===== src/include/cmd_ctrl_pkg.sv =====
/*
  constants for the crypto command control block: register map, op codes,
  status bit positions, engine handshake widths.
  assumes a 32-bit avalon-mm slave with word addressing of four registers.
*/
package cmd_ctrl_pkg;
  localparam logic [1:0] ADDR_OPERATION_SELECT = 2'h0;
  localparam logic [1:0] ADDR_ENGINE_ACTIVITY = 2'h1;
  localparam logic [1:0] ADDR_DATA_IN_LO = 2'h2;
  localparam logic [1:0] ADDR_DATA_OUT_LO = 2'h3;
  localparam logic [31:0] OPERATION_RESET = 32'h00000000;
  localparam logic [31:0] OP_IDLE = 32'h00000000;
  localparam logic [31:0] OP_FINGERPRINT_RUN = 32'h00000001;
  localparam logic [31:0] OP_RANDOM_RAW = 32'h00000002;
  localparam logic [31:0] OP_RANDOM_DECIMATED = 32'h00000003;
  localparam logic [31:0] OP_LOAD_KEY = 32'h00000004;
  localparam logic [31:0] OP_LOAD_NONCE = 32'h00000005;
  localparam logic [31:0] OP_CIPHER_SETUP = 32'h00000006;
  localparam logic [31:0] OP_ABSORB_HEADER = 32'h00000007;
  localparam logic [31:0] OP_SEAL_BLOCK = 32'h00000008;
  localparam logic [31:0] OP_SEAL_LAST_BLOCK = 32'h00000009;
  localparam logic [31:0] OP_OPEN_BLOCK = 32'h0000000A;
  localparam logic [31:0] OP_OPEN_LAST_BLOCK = 32'h0000000B;
  localparam logic [31:0] OP_FETCH_TAG = 32'h0000000C;
  localparam int FLAG_SETUP_ACTIVE = 0;
  localparam int FLAG_HEADER_ACTIVE = 1;
  localparam int FLAG_SEAL_ACTIVE = 2;
  localparam int FLAG_OPEN_ACTIVE = 3;
  localparam int FLAG_SEAL_LAST_ACTIVE = 4;
  localparam int FLAG_OPEN_LAST_ACTIVE = 5;
  localparam int FLAG_FINGERPRINT_RUNNING = 6;
  localparam int FLAG_RANDOM_WORD_READY = 7;
  localparam int FLAG_RANDOM_SOURCE_SELECT = 8;
  localparam int FLAG_TAG_OK = 9;
  localparam int BLOCK_W = 128;
  localparam int STATE_W = 320;
  // cipher engine command encoding toward the core
  localparam logic [3:0] CIPH_NONE = 4'h0;
  localparam logic [3:0] CIPH_KEY = 4'h1;
  localparam logic [3:0] CIPH_NONCE = 4'h2;
  localparam logic [3:0] CIPH_SETUP = 4'h3;
  localparam logic [3:0] CIPH_HEADER = 4'h4;
  localparam logic [3:0] CIPH_SEAL = 4'h5;
  localparam logic [3:0] CIPH_SEAL_LAST = 4'h6;
  localparam logic [3:0] CIPH_OPEN = 4'h7;
  localparam logic [3:0] CIPH_OPEN_LAST = 4'h8;
  localparam logic [3:0] CIPH_TAG = 4'h9;
  localparam logic [31:0] READ_UNMAPPED = 32'h00000000;
endpackage : cmd_ctrl_pkg


===== src/design/crypto_command_control.sv =====
/*
  crypto command control: avalon-mm slave holding the operation_select and
  engine_activity_flags registers, an fsm that decodes op codes and drives
  the cipher core, fingerprint engine and random source mux.
  assumes engines answer with a one-cycle done pulse and hold their outputs.
*/
`timescale 1ns/1ps
`default_nettype none
module crypto_command_control
  import cmd_ctrl_pkg::*;
(
  // clock and reset
  input wire logic MCLK,
  input wire logic SYS_RST,
  // avalon-mm slave
  input wire logic [1:0] AVS_ADDRESS,
  input wire logic AVS_READ,
  input wire logic AVS_WRITE,
  input wire logic [31:0] AVS_WRITEDATA,
  output logic [31:0] AVS_READDATA,
  output logic AVS_WAITREQUEST,
  // block data ports
  input wire logic [cmd_ctrl_pkg::BLOCK_W-1:0] DATA_IN,
  output logic [cmd_ctrl_pkg::BLOCK_W-1:0] DATA_OUT,
  // cipher core
  output logic [3:0] CIPHER_CMD,
  output logic CIPHER_START,
  input wire logic CIPHER_DONE,
  input wire logic [cmd_ctrl_pkg::BLOCK_W-1:0] CIPHER_RESULT,
  input wire logic CIPHER_TAG_OK,
  // fingerprint engine
  output logic FP_START,
  input wire logic FP_DONE,
  // random source
  output logic RANDOM_SOURCE_SELECT,
  input wire logic RANDOM_WORD_VALID
);
  import cmd_ctrl_pkg::*;

  ////////////////////////////////////////////////////////////////////////////
  typedef enum logic [3:0] {
    ST_IDLE = 4'b0001,
    ST_CIPHER = 4'b0010,
    ST_FP = 4'b0100,
    ST_ACK = 4'b1000
  } fsm_t;

  typedef struct packed {
    fsm_t st;
    logic [31:0] op;
    logic [8:0] flags;
    logic tag_ok;
    logic [3:0] ccmd;
    logic cstart;
    logic fstart;
    logic rnd_ready;
    logic [BLOCK_W-1:0] dout;
    logic [31:0] rdata;
    logic wait_n;
  } state_t;

  state_t cur_q, cur_d;
  logic [31:0] status_w;

  // bits 9 and up stay zero; the tag verdict is read at word 2 instead
  assign status_w = {23'h000000, RANDOM_SOURCE_SELECT, cur_q.rnd_ready,
                     cur_q.flags[6:0]};

  ////////////////////////////////////////////////////////////////////////////
  function automatic logic [3:0] map_cipher(input logic [31:0] op);
    case (op)
      OP_LOAD_KEY: map_cipher = CIPH_KEY;
      OP_LOAD_NONCE: map_cipher = CIPH_NONCE;
      OP_CIPHER_SETUP: map_cipher = CIPH_SETUP;
      OP_ABSORB_HEADER: map_cipher = CIPH_HEADER;
      OP_SEAL_BLOCK: map_cipher = CIPH_SEAL;
      OP_SEAL_LAST_BLOCK: map_cipher = CIPH_SEAL_LAST;
      OP_OPEN_BLOCK: map_cipher = CIPH_OPEN;
      OP_OPEN_LAST_BLOCK: map_cipher = CIPH_OPEN_LAST;
      OP_FETCH_TAG: map_cipher = CIPH_TAG;
      default: map_cipher = CIPH_NONE;
    endcase
  endfunction : map_cipher

  function automatic logic [6:0] phase_flag(input logic [3:0] c);
    phase_flag = 7'h00;
    case (c)
      CIPH_SETUP: phase_flag[FLAG_SETUP_ACTIVE] = 1'b1;
      CIPH_HEADER: phase_flag[FLAG_HEADER_ACTIVE] = 1'b1;
      CIPH_SEAL: phase_flag[FLAG_SEAL_ACTIVE] = 1'b1;
      CIPH_OPEN: phase_flag[FLAG_OPEN_ACTIVE] = 1'b1;
      CIPH_SEAL_LAST: phase_flag[FLAG_SEAL_LAST_ACTIVE] = 1'b1;
      CIPH_OPEN_LAST: phase_flag[FLAG_OPEN_LAST_ACTIVE] = 1'b1;
      default: phase_flag = 7'h00;
    endcase
  endfunction : phase_flag

  ////////////////////////////////////////////////////////////////////////////
  always_comb
  begin
    cur_d = cur_q;
    cur_d.cstart = 1'b0;
    cur_d.fstart = 1'b0;
    cur_d.wait_n = 1'b0;
    // fresh word sticky until read of status; new arrival wins over clear
    if (RANDOM_WORD_VALID)
    begin
      cur_d.rnd_ready = 1'b1;
    end
    unique case (cur_q.st)
      ST_IDLE:
      begin
        if (AVS_READ && !cur_q.wait_n)
        begin
          cur_d.wait_n = 1'b1;
          unique case (AVS_ADDRESS)
            ADDR_OPERATION_SELECT: cur_d.rdata = cur_q.op;
            ADDR_ENGINE_ACTIVITY:
            begin
              cur_d.rdata = status_w;
              if (!RANDOM_WORD_VALID)
              begin
                cur_d.rnd_ready = 1'b0;
              end
            end
            ADDR_DATA_IN_LO: cur_d.rdata = {31'h00000000, cur_q.tag_ok};
            ADDR_DATA_OUT_LO: cur_d.rdata = cur_q.dout[31:0];
            default: cur_d.rdata = READ_UNMAPPED;
          endcase
        end
        else if (AVS_WRITE && !cur_q.wait_n)
        begin
          cur_d.wait_n = 1'b1;
          if (AVS_ADDRESS == ADDR_OPERATION_SELECT)
          begin
            cur_d.op = AVS_WRITEDATA;
            if (AVS_WRITEDATA == OP_FINGERPRINT_RUN)
            begin
              cur_d.fstart = 1'b1;
              cur_d.flags[FLAG_FINGERPRINT_RUNNING] = 1'b1;
              cur_d.st = ST_FP;
              cur_d.wait_n = 1'b0;
            end
            else if (AVS_WRITEDATA == OP_RANDOM_RAW)
            begin
              cur_d.flags[FLAG_RANDOM_SOURCE_SELECT] = 1'b1;
            end
            else if (AVS_WRITEDATA == OP_RANDOM_DECIMATED)
            begin
              cur_d.flags[FLAG_RANDOM_SOURCE_SELECT] = 1'b0;
            end
            else if (map_cipher(AVS_WRITEDATA) != CIPH_NONE)
            begin
              cur_d.ccmd = map_cipher(AVS_WRITEDATA);
              cur_d.cstart = 1'b1;
              cur_d.flags[5:0] = 6'(phase_flag(map_cipher(AVS_WRITEDATA)));
              cur_d.st = ST_CIPHER;
              cur_d.wait_n = 1'b0;
            end
            // code 0 and unknown codes start nothing, status kept
          end
        end
      end
      ST_CIPHER:
      begin
        if (CIPHER_DONE)
        begin
          cur_d.flags[5:0] = 6'h00;
          if (cur_q.ccmd inside {CIPH_SEAL, CIPH_SEAL_LAST, CIPH_OPEN, CIPH_OPEN_LAST, CIPH_TAG})
          begin
            cur_d.dout = CIPHER_RESULT;
          end
          if (cur_q.ccmd == CIPH_OPEN_LAST)
          begin
            cur_d.tag_ok = CIPHER_TAG_OK;
          end
          cur_d.ccmd = CIPH_NONE;
          cur_d.st = ST_ACK;
        end
      end
      ST_FP:
      begin
        if (FP_DONE)
        begin
          cur_d.flags[FLAG_FINGERPRINT_RUNNING] = 1'b0;
          cur_d.st = ST_ACK;
        end
      end
      ST_ACK:
      begin
        cur_d.wait_n = 1'b1;
        cur_d.st = ST_IDLE;
      end
      default:
      begin
        cur_d.st = ST_IDLE;
      end
    endcase
  end

  always_ff @(posedge MCLK or posedge SYS_RST)
  begin
    if (SYS_RST)
    begin
      cur_q <= '{st: ST_IDLE, op: OPERATION_RESET, ccmd: CIPH_NONE, default: '0};
    end
    else
    begin
      cur_q <= cur_d;
    end
  end

  assign AVS_READDATA = cur_q.rdata;
  assign AVS_WAITREQUEST = !cur_q.wait_n;
  assign DATA_OUT = cur_q.dout;
  assign CIPHER_CMD = cur_q.ccmd;
  assign CIPHER_START = cur_q.cstart;
  assign FP_START = cur_q.fstart;
  assign RANDOM_SOURCE_SELECT = cur_q.flags[FLAG_RANDOM_SOURCE_SELECT];

  ////////////////////////////////////////////////////////////////////////////
  chk_fp_flag_hold: assert property (@(posedge MCLK) disable iff (SYS_RST)
    (cur_q.st == ST_FP) |-> status_w[FLAG_FINGERPRINT_RUNNING])
    else $error("fingerprint busy flag dropped early");
  chk_fp_start_state: assert property (@(posedge MCLK) disable iff (SYS_RST)
    FP_START |-> (cur_q.st == ST_FP))
    else $error("fingerprint start outside run state");
  chk_fp_start_pulse: assert property (@(posedge MCLK) disable iff (SYS_RST)
    FP_START |=> !FP_START)
    else $error("fingerprint start longer than one cycle");
  chk_cstart_pulse: assert property (@(posedge MCLK) disable iff (SYS_RST)
    CIPHER_START |=> !CIPHER_START)
    else $error("cipher start longer than one cycle");
  chk_cmd_hold: assert property (@(posedge MCLK) disable iff (SYS_RST)
    (cur_q.st == ST_CIPHER && !CIPHER_DONE) |=> (CIPHER_CMD == $past(CIPHER_CMD)))
    else $error("cipher command changed while busy");
  chk_busy_wait: assert property (@(posedge MCLK) disable iff (SYS_RST)
    (cur_q.st == ST_CIPHER || cur_q.st == ST_FP) |-> AVS_WAITREQUEST)
    else $error("bus answered while an engine runs");
  chk_answer_once: assert property (@(posedge MCLK) disable iff (SYS_RST)
    !AVS_WAITREQUEST |=> AVS_WAITREQUEST)
    else $error("answer stood longer than one cycle");
  chk_idle_code: assert property (@(posedge MCLK) disable iff (SYS_RST)
    (cur_q.st == ST_IDLE && !cur_q.wait_n && AVS_WRITE && !AVS_READ
     && AVS_ADDRESS == ADDR_OPERATION_SELECT && AVS_WRITEDATA == OP_IDLE)
    |=> !CIPHER_START && !FP_START && cur_q.st == ST_IDLE)
    else $error("idle code started an engine");
  chk_seal_out: assert property (@(posedge MCLK) disable iff (SYS_RST)
    (cur_q.st == ST_CIPHER && CIPHER_DONE && cur_q.ccmd == CIPH_SEAL)
    |=> (DATA_OUT == $past(CIPHER_RESULT)))
    else $error("ciphertext block not presented");
  chk_load_no_out: assert property (@(posedge MCLK) disable iff (SYS_RST)
    (cur_q.st == ST_CIPHER && CIPHER_DONE && cur_q.ccmd == CIPH_KEY)
    |=> $stable(DATA_OUT))
    else $error("key load changed data out");
  chk_tag_verdict: assert property (@(posedge MCLK) disable iff (SYS_RST)
    (cur_q.st == ST_CIPHER && CIPHER_DONE && cur_q.ccmd == CIPH_OPEN_LAST)
    |=> (cur_q.tag_ok == $past(CIPHER_TAG_OK)))
    else $error("tag verdict not captured");
  chk_phase_clear: assert property (@(posedge MCLK) disable iff (SYS_RST)
    (cur_q.st == ST_CIPHER && CIPHER_DONE) |=> (status_w[5:0] == 6'h00))
    else $error("phase flag left set after done");
  chk_phase_seal: assert property (@(posedge MCLK) disable iff (SYS_RST)
    (CIPHER_START && CIPHER_CMD == CIPH_SEAL) |-> status_w[FLAG_SEAL_ACTIVE])
    else $error("seal phase flag missing");
  chk_fp_flag_clear: assert property (@(posedge MCLK) disable iff (SYS_RST)
    (cur_q.st == ST_FP && FP_DONE) |=> !status_w[FLAG_FINGERPRINT_RUNNING])
    else $error("fingerprint busy flag not cleared");
  chk_raw_select: assert property (@(posedge MCLK) disable iff (SYS_RST)
    (cur_q.st == ST_IDLE && !cur_q.wait_n && AVS_WRITE && !AVS_READ
     && AVS_ADDRESS == ADDR_OPERATION_SELECT && AVS_WRITEDATA == OP_RANDOM_RAW)
    |=> RANDOM_SOURCE_SELECT)
    else $error("raw select not set");
  chk_dec_select: assert property (@(posedge MCLK) disable iff (SYS_RST)
    (cur_q.st == ST_IDLE && !cur_q.wait_n && AVS_WRITE && !AVS_READ
     && AVS_ADDRESS == ADDR_OPERATION_SELECT && AVS_WRITEDATA == OP_RANDOM_DECIMATED)
    |=> !RANDOM_SOURCE_SELECT)
    else $error("decimated select not set");
  chk_mux_mirror: assert property (@(posedge MCLK) disable iff (SYS_RST)
    status_w[FLAG_RANDOM_SOURCE_SELECT] == RANDOM_SOURCE_SELECT)
    else $error("status bit 8 differs from mux select");
  chk_rnd_ready: assert property (@(posedge MCLK) disable iff (SYS_RST)
    RANDOM_WORD_VALID |=> status_w[FLAG_RANDOM_WORD_READY])
    else $error("random ready flag missing");
  chk_phase_one: assert property (@(posedge MCLK) disable iff (SYS_RST)
    $onehot0(status_w[5:0]))
    else $error("more than one cipher phase flag");
  chk_cipher_start: assert property (@(posedge MCLK) disable iff (SYS_RST)
    CIPHER_START |-> (CIPHER_CMD != CIPH_NONE) && cur_q.st == ST_CIPHER)
    else $error("cipher start without command");
  chk_upper_zero: assert property (@(posedge MCLK) disable iff (SYS_RST)
    status_w[31:9] == 23'h000000)
    else $error("unused status bits nonzero");
  chk_ack_idle: assert property (@(posedge MCLK) disable iff (SYS_RST)
    (cur_q.st == ST_ACK) |=> (cur_q.st == ST_IDLE) && !AVS_WAITREQUEST)
    else $error("ack did not return to idle");
  cov_fp_run: cover property (@(posedge MCLK) disable iff (SYS_RST)
    FP_START ##[1:50] FP_DONE);
  cov_seal: cover property (@(posedge MCLK) disable iff (SYS_RST)
    CIPHER_START && CIPHER_CMD == CIPH_SEAL);
  cov_open_last: cover property (@(posedge MCLK) disable iff (SYS_RST)
    cur_q.st == ST_CIPHER && cur_q.ccmd == CIPH_OPEN_LAST && CIPHER_DONE);
  cov_rnd: cover property (@(posedge MCLK) disable iff (SYS_RST)
    RANDOM_WORD_VALID ##1 status_w[FLAG_RANDOM_WORD_READY]);
  cov_tag_fail: cover property (@(posedge MCLK) disable iff (SYS_RST)
    cur_q.st == ST_CIPHER && cur_q.ccmd == CIPH_OPEN_LAST && CIPHER_DONE && !CIPHER_TAG_OK);
endmodule : crypto_command_control
`default_nettype wire


===== config.mk =====
export PLATFORM = sky130hd
export DESIGN_NAME = crypto_command_control
export DESIGN_NICKNAME = d
export VERILOG_FILES = /design/src/include/cmd_ctrl_pkg.sv /design/src/design/crypto_command_control.sv
export SDC_FILE = /design/constraint.sdc
export NUM_CORES = 1
export LEC_CHECK = 0
export BUFFER_PORTS_ARGS = -buffer_cell sky130_fd_sc_hd__buf_2
export CAP_MARGIN = 20
export CORE_AREA = 5 5 180 182
export CTS_CLUSTER_SIZE = 20
export DETAILED_ROUTE_END_ITERATION = 12
export DIE_AREA = 0 0 185 187
export SYNTH_ARGS = -nofsm -noshare
export SYNTH_HDL_FRONTEND = slang
export SYNTH_SLANG_ARGS = --single-unit
export TNS_END_PERCENT = 10

===== constraint.sdc =====
create_clock -name MCLK -period 8.2 [get_ports MCLK]
set_input_delay 0.82 -clock MCLK [delete_from_list [all_inputs] [get_ports MCLK]]
set_output_delay 0.82 -clock MCLK [all_outputs]
set_load 0.01 [all_outputs]

==> impl_metrics.env, run 1 <==
export IMPL_cts_tree="yes"
export IMPL_crit_slowest_cell="nor4b_2"
export IMPL_r2r_cells=5
export IMPL_cts_root_buffer="clkbuf_16"
export IMPL_grt_usage=0.131
export IMPL_ys_seq_elements=213
export IMPL_die_x_um=185
export IMPL_drt_pass1_iterations=4
export IMPL_path_clk_slew_ns=0.06
export IMPL_yosysWarningCount=0
export IMPL_syn_avg_cell_area_um2=12.3
export IMPL_postSynthCellCount=811
export IMPL_leakage_nw=6.40
export IMPL_post_place_ws_ns=5.06
export IMPL_setup_violations=0
export IMPL_area_growth_pct=16.8
export IMPL_synth_edff_count=0
export IMPL_via_count=6245
export IMPL_final_min_period_over_clock_period=0.369
export IMPL_ff2ff_setup_slack_ns=5.18
export IMPL_hold_violations=0
export IMPL_critPathBufInv=1
export IMPL_grt_pass1_vias=6612
export IMPL_cp_arrival_ns=3.41
export IMPL_relSlewSlack=0.440
export IMPL_finalInstanceArea_mm2=0.0117
export IMPL_place_detailed_hpwl_mm=17.5
export IMPL_busiest_layer="met2"
export IMPL_cts_made_buffers=24
export IMPL_reg2reg_from="cur_q[213]"
export IMPL_r2r_end="DATA_OUT[68]"
export IMPL_diodes=0
export IMPL_cp_cell_sequence="nor4b_2 > nand2_1 > o21bai_4 > buf_4 > mux2_2"
export IMPL_critPathTopFamily="simple AND/OR/NAND/NOR gates"
export IMPL_fin_setup_tns_ns=0
export IMPL_coreArea_mm2=0.0304
export IMPL_worst_setup_path_start_kind="flip-flop"
export IMPL_path_max_fanout=47
export IMPL_clkLatencyLatePin_ns=0.51
export IMPL_place_congestion=0.762
export IMPL_place_area_mm2=0.0108
export IMPL_path_depth=5
export IMPL_final_nets=1283
export IMPL_status="complete, no violations"
export IMPL_grtUsageMet2=0.220
export IMPL_min_path_type="in -> async"
export IMPL_grt_use_met1=0.170
export IMPL_ys_seq_area_frac=0.534
export IMPL_rsz0062_at_grt="no"
export IMPL_dieArea_mm2=0.0346
export IMPL_yosys_most_used_dff="dfrtp_1"
export IMPL_ant_nets=0
export IMPL_met3_usage=0.0354
export IMPL_tightest_slew_ns=0.839
export IMPL_synth_area_leaders="dfrtp_1 (53%), mux2_2 (18%), buf_4 (12%)"
export IMPL_syn_cell_area_mm2=0.00998
export IMPL_fmax_mhz=331
export IMPL_drtIter0Drc=183
export IMPL_yosysUniqueCellTypes=50
export IMPL_numPortBuffers=337
export IMPL_critPathKind="reg -> reg"
export IMPL_pin_count=466
export IMPL_synth_top_area_frac=0.531
export IMPL_grt_pass1_wl_mm=36.9
export IMPL_async_reset_ff_frac=1.00
export IMPL_die_h_um=187
export IMPL_critPathMaxStageDelay_ns=0.66
export IMPL_worst_slack_ns=5.18
export IMPL_clkSinkCount=213
export IMPL_overflow=0
export IMPL_start_util=0.328
export IMPL_cp_end_kind="flip-flop"
export IMPL_drcViolationCount=0
export IMPL_final_max_slew_viol_count=0
export IMPL_syn_nets=1114
export IMPL_p_per_area_mw_per_mm2=215
export IMPL_drive_gt1_frac=0.556
export IMPL_cts_resized=0
export IMPL_holdWs_ns=0.393
export IMPL_antenna_found_initial=1
export IMPL_num_rows=64
export IMPL_max_cap_violations=0
export IMPL_grt_start_max_net_pins=89
export IMPL_cts_setup_buffers=0
export IMPL_routed_wirelength_mm=23.6
export IMPL_htreeDepth=1
export IMPL_ir_drop_mv=0.143
export IMPL_required_ns=8.59
export IMPL_skew_ns=0.0148
export IMPL_fin_crit_ns=3.02
export IMPL_synth_top_area_cell="dfrtp_1"
export IMPL_detail_route_wl_per_cell_um=17.0
export IMPL_via_per_inst=4.49
export IMPL_cts_path_max_buffers=3
export IMPL_postCtsHoldBufs=0
==> per-layer routing <==
| layer | wire [µm] | vias to the layer above |
|---|---|---|
| li1 | - | 2951 |
| met1 | 9940 | 3021 |
| met2 | 11100 | 243 |
| met3 | 2200 | 28 |
| met4 | 348 | 2 |
| met5 | 7 | - |
==> cell type report <==
| cell class | instances | area [µm²] |
|---|---|---|
| clock buffer | 33 | 686 |
| clock inverter | 8 | 140 |
| fill | 3031 | 18800 |
| inverter | 8 | 37.5 |
| multi-input combinational | 389 | 3230 |
| sequential | 213 | 5330 |
| tap | 396 | 495 |
| timing repair buffer | 344 | 1740 |
==> worst reg2reg max path, cell delays in order, from the launching register on <==
cell and delay [ns]:
dfrtp_1 0.41, nor4b_2 0.66, nand2_1 0.44, o21bai_4 0.51
buf_4 0.41, mux2_2 0.47
==> report_power, final <==
group | switching (W) | internal [W] | total, W
Combinational | 0.000121 | 0.000105 | 0.000226
Sequential | 0.0000360 | 0.00112 | 0.00116
Clock | 0.000412 | 0.000705 | 0.00112
Total | 0.000570 | 0.00193 | 0.00250
==> Yosys cell counts, types with 5 or more instances <==
library cell  count
mux2_2          159
nor2_1           15
nand2_1          57
a22oi_1          23
clkbuf_1         18
nor4_1            9
ha_1              5
o21ai_0          37
buf_2            16
dfrtp_1         212
a21oi_1          11
buf_4           164
mux2i_1          20
inv_1             8
==> worst max-delay path by stage <==
stage                     slack (ns)              end        startpoint
after global routing            4.94     DATA_OUT[20]        cur_q[213]
after floorplan                 1.56  AVS_READDATA[0]           SYS_RST
after detailed placement        5.06    CIPHER_CMD[2]  AVS_WRITEDATA[0]
after CTS                       5.16     DATA_OUT[22]        cur_q[213]
final                           5.18     DATA_OUT[68]        cur_q[213]
after global placement          5.05    CIPHER_CMD[2]  AVS_WRITEDATA[0]
==> metrics by stage <==
step                      instances  utilization  power (W)
after detailed placement       1350        0.356    0.00141
after global routing           1391        0.383    0.00262
after global placement         1350        0.356    0.00140
after floorplan                 811            -    0.00132
final                          1391        0.383    0.00250
after CTS                      1391        0.383    0.00255
==> cells by family (layout without fill, tap and decap cells) <==
logic type / Yosys count / after routing / share of synthesized area
flops: 213 / 213 / 0.534
buf+inv: 209 / 393 / 0.144
mux: 180 / 180 / 0.202
simple gates: 121 / 121 / 0.0630
compound gates: 82 / 82 / 0.0504
fa+ha+maj: 5 / 5 / 0.00627
xor+xnor: 1 / 1 / 0.000877
==> cells in the final DEF, fill, tap and decap left out, types with 2 or more instances in the layout <==
cell,count
mux2_2,159
buf_2,337
nand2_1,57
a21o_1,2
buf_4,7
nor3b_1,4
o21a_1,2
dfrtp_1,212
nor4_1,9
nand2b_1,4
a21oi_1,11
inv_1,7
clkinv_2,4
clkbuf_8,3
mux2i_1,20
clkbuf_16,25
o21ai_0,37
bufinv_16,4
nor3_1,4
and2_1,5
nand4_1,2
a22oi_1,23
nand3_1,4
nand3b_1,3
nor2_1,14
clkbuf_1,5
ha_1,5
==> sequential cells by signal (all words and copies together), names as in the netlist <==
| signal | cells |
|---|---|
| RANDOM_SOURCE_SELECT | 1 |
| CIPHER_START | 1 |
| AVS_READDATA | 32 |
| cur_q | 46 |
| CIPHER_CMD | 4 |
| FP_START | 1 |
| DATA_OUT | 128 |
No activity file was read; power rests on OpenSTA's default activity.
==> run 2: changes to the inputs <==
Clock period 8.2 ns to 2.51 ns, I/O delays scaled along.
==> run 2 against run 1 <==
Compared with the run above: count of clock-buffer cells in the layout grew 2; via count grew 10%; global-route usage grew 1.5 points; critical path depth is the same; total power grew to 3.3 times the previous value; sequential cell count is the same; final cell count grew 12%; critical path type unchanged.
==> impl_metrics.env, run 2 (same netlist as run 1, synthesis figures left out) <==
export IMPL_wl_met3_mm=2.11
export IMPL_status="complete, no violations"
export IMPL_max_cap_violations=0
export IMPL_setup_violations=0
export IMPL_grt_pass1_wl_mm=40.9
export IMPL_die_x_um=185
export IMPL_tightest_slew_ns=0.783
export IMPL_crit_slowest_cell="dfstp_2"
export IMPL_ff2ff_setup_slack_ns=0.25
export IMPL_min_path_type="in -> reg"
export IMPL_wl_met1_mm=11.0
export IMPL_drt_pass1_iterations=4
export IMPL_worst_slack_ns=0.246
export IMPL_dieArea_mm2=0.0346
export IMPL_worst_setup_path_start_kind="flip-flop"
export IMPL_p_comb_frac=0.114
export IMPL_cts_made_buffers=24
export IMPL_cts_root_buffer="clkbuf_16"
export IMPL_final_max_slew_viol_count=0
export IMPL_final_nets=1454
export IMPL_cp_cell_sequence="or4b_4 > or4_4 > nor2_4 > nand3_2 > mux2i_1"
export IMPL_cts_setup_buffers=0
export IMPL_cts_tree="yes"
export IMPL_seqPwrFrac=0.456
export IMPL_area_growth_pct=34.0
export IMPL_cts_path_max_buffers=3
export IMPL_start_util=0.328
export IMPL_holdWs_ns=0.0163
export IMPL_pwr_share_clk=0.430
export IMPL_relSlewSlack=0.470
export IMPL_top_layer_used="met4"
export IMPL_coreArea_mm2=0.0304
export IMPL_grt_pass1_vias=7430
export IMPL_met2_wirelength_mm=12.7
export IMPL_hold_violations=0
export IMPL_path_max_fanout=10
export IMPL_overflow=0
export IMPL_htreeDepth=1
export IMPL_critPathMaxStageDelay_ns=0.56
export IMPL_path_clk_slew_ns=0.06
export IMPL_leakage_nw=7.13
export IMPL_post_place_ws_ns=0.242
export IMPL_die_h_um=187
export IMPL_largest_reg_flops=128
export IMPL_switching_share=0.231
export IMPL_critPathTopFamily="simple AND/OR/NAND/NOR gates"
export IMPL_pin_count=466
export IMPL_cp_arrival_ns=2.70
export IMPL_critPathBufInv=0
export IMPL_antenna_found_initial=0
export IMPL_ant_nets=0
export IMPL_num_rows=64
export IMPL_drive_gt1_frac=0.487
export IMPL_clkSinkCount=213
export IMPL_clkLatencyLatePin_ns=0.51
export IMPL_final_common_cell="buf_2"
export IMPL_drcViolationCount=0
export IMPL_fin_crit_ns=2.26
export IMPL_ir_drop_mv=0.470
export IMPL_p_per_area_mw_per_mm2=621
export IMPL_cp_end_kind="flip-flop"
export IMPL_drtIter0Drc=239
export IMPL_required_ns=2.94
export IMPL_detail_route_wl_per_cell_um=16.9
export IMPL_place_congestion=0.771
export IMPL_final_min_period_over_clock_period=0.902
export IMPL_rsz0062_at_grt="no"
export IMPL_grt_start_max_net_pins=77
export IMPL_numPortBuffers=337
export IMPL_place_detailed_hpwl_mm=18.2
export IMPL_p_int_w=0.00639
export IMPL_critPathKind="reg -> reg"
export IMPL_grt_usage=0.146
export IMPL_skew_ns=0.0127
export IMPL_p_sw_w=0.00192
export IMPL_via_count=6890
export IMPL_fill_cells=2788
export IMPL_via_per_inst=4.41
export IMPL_fmax_mhz=442
export IMPL_layout_cells_most_common_list="buf_2 (337), dfrtp_1 (212), mux2_2 (159)"
export IMPL_routed_wirelength_mm=26.5
[run 2: stage by stage]
stage / utilization / instance area (µm²) / power (W) / instances / setup TNS, ns
floorplan: - / 9990 / 0.00433 / 811 / -108.20
global placement: 0.362 / 11000 / 0.00460 / 1366 / 0
detailed placement: 0.362 / 11000 / 0.00462 / 1366 / 0
CTS: 0.439 / 13400 / 0.00846 / 1563 / 0
global route: 0.439 / 13400 / 0.00870 / 1563 / 0
finish: 0.439 / 13400 / 0.00831 / 1564 / 0
[run 2: routing by layer]
metal	global-route usage	vias to the layer above
met5	0	-
met4	0.0333	0
met3	0.0342	37
met2	0.252	245
met1	0.185	3300
li1	-	3308
[run 2: timing repair]
action                                 CTS  global route
hold buffers                           155             0
gates resized for setup                  0             0
endpoints found under the hold margin  219             0
[run 2: power groups by stage]
stage          combinational [W]  clock, W  sequential [W]
6_report                0.000947   0.00357         0.00379
5_1_grt                  0.00105   0.00383         0.00382
4_1_cts                 0.000961   0.00371         0.00379
3_5_place_dp            0.000772         0         0.00385
3_3_place_gp            0.000760         0         0.00384
2_1_floorplan           0.000516         0         0.00381
[run 2: worst reg2reg max path: cells and delay by family (launching register included)]
kind          cells  cell delay, ns
simple gates      4            1.37
flops             1            0.56
mux               1            0.27
[run 2: final cells by class]
class	count	area [µm²]	area share
antenna	1	2.50	0.000187
inverter	8	33.8	0.00253
sequential	213	5330	0.399
timing repair buffer	515	3470	0.260
tap	396	495	0.0371
multi-input combinational	389	3230	0.242
clock inverter	7	113	0.00842
clock buffer	35	693	0.0518
[run 2: path summary, 6_finish.rpt]
check / start / to / cells after the start
min in group asynchronous: SYS_RST / DATA_OUT[7] / 3
hold reg to reg: AVS_READDATA[28] / AVS_READDATA[28] / 2
hold / removal: CIPHER_RESULT[38] / DATA_OUT[38] / 2
setup / recovery: cur_q[210] / cur_q[170] / 5
max in group asynchronous: SYS_RST / cur_q[210] / 4
setup reg to reg: cur_q[210] / cur_q[170] / 5
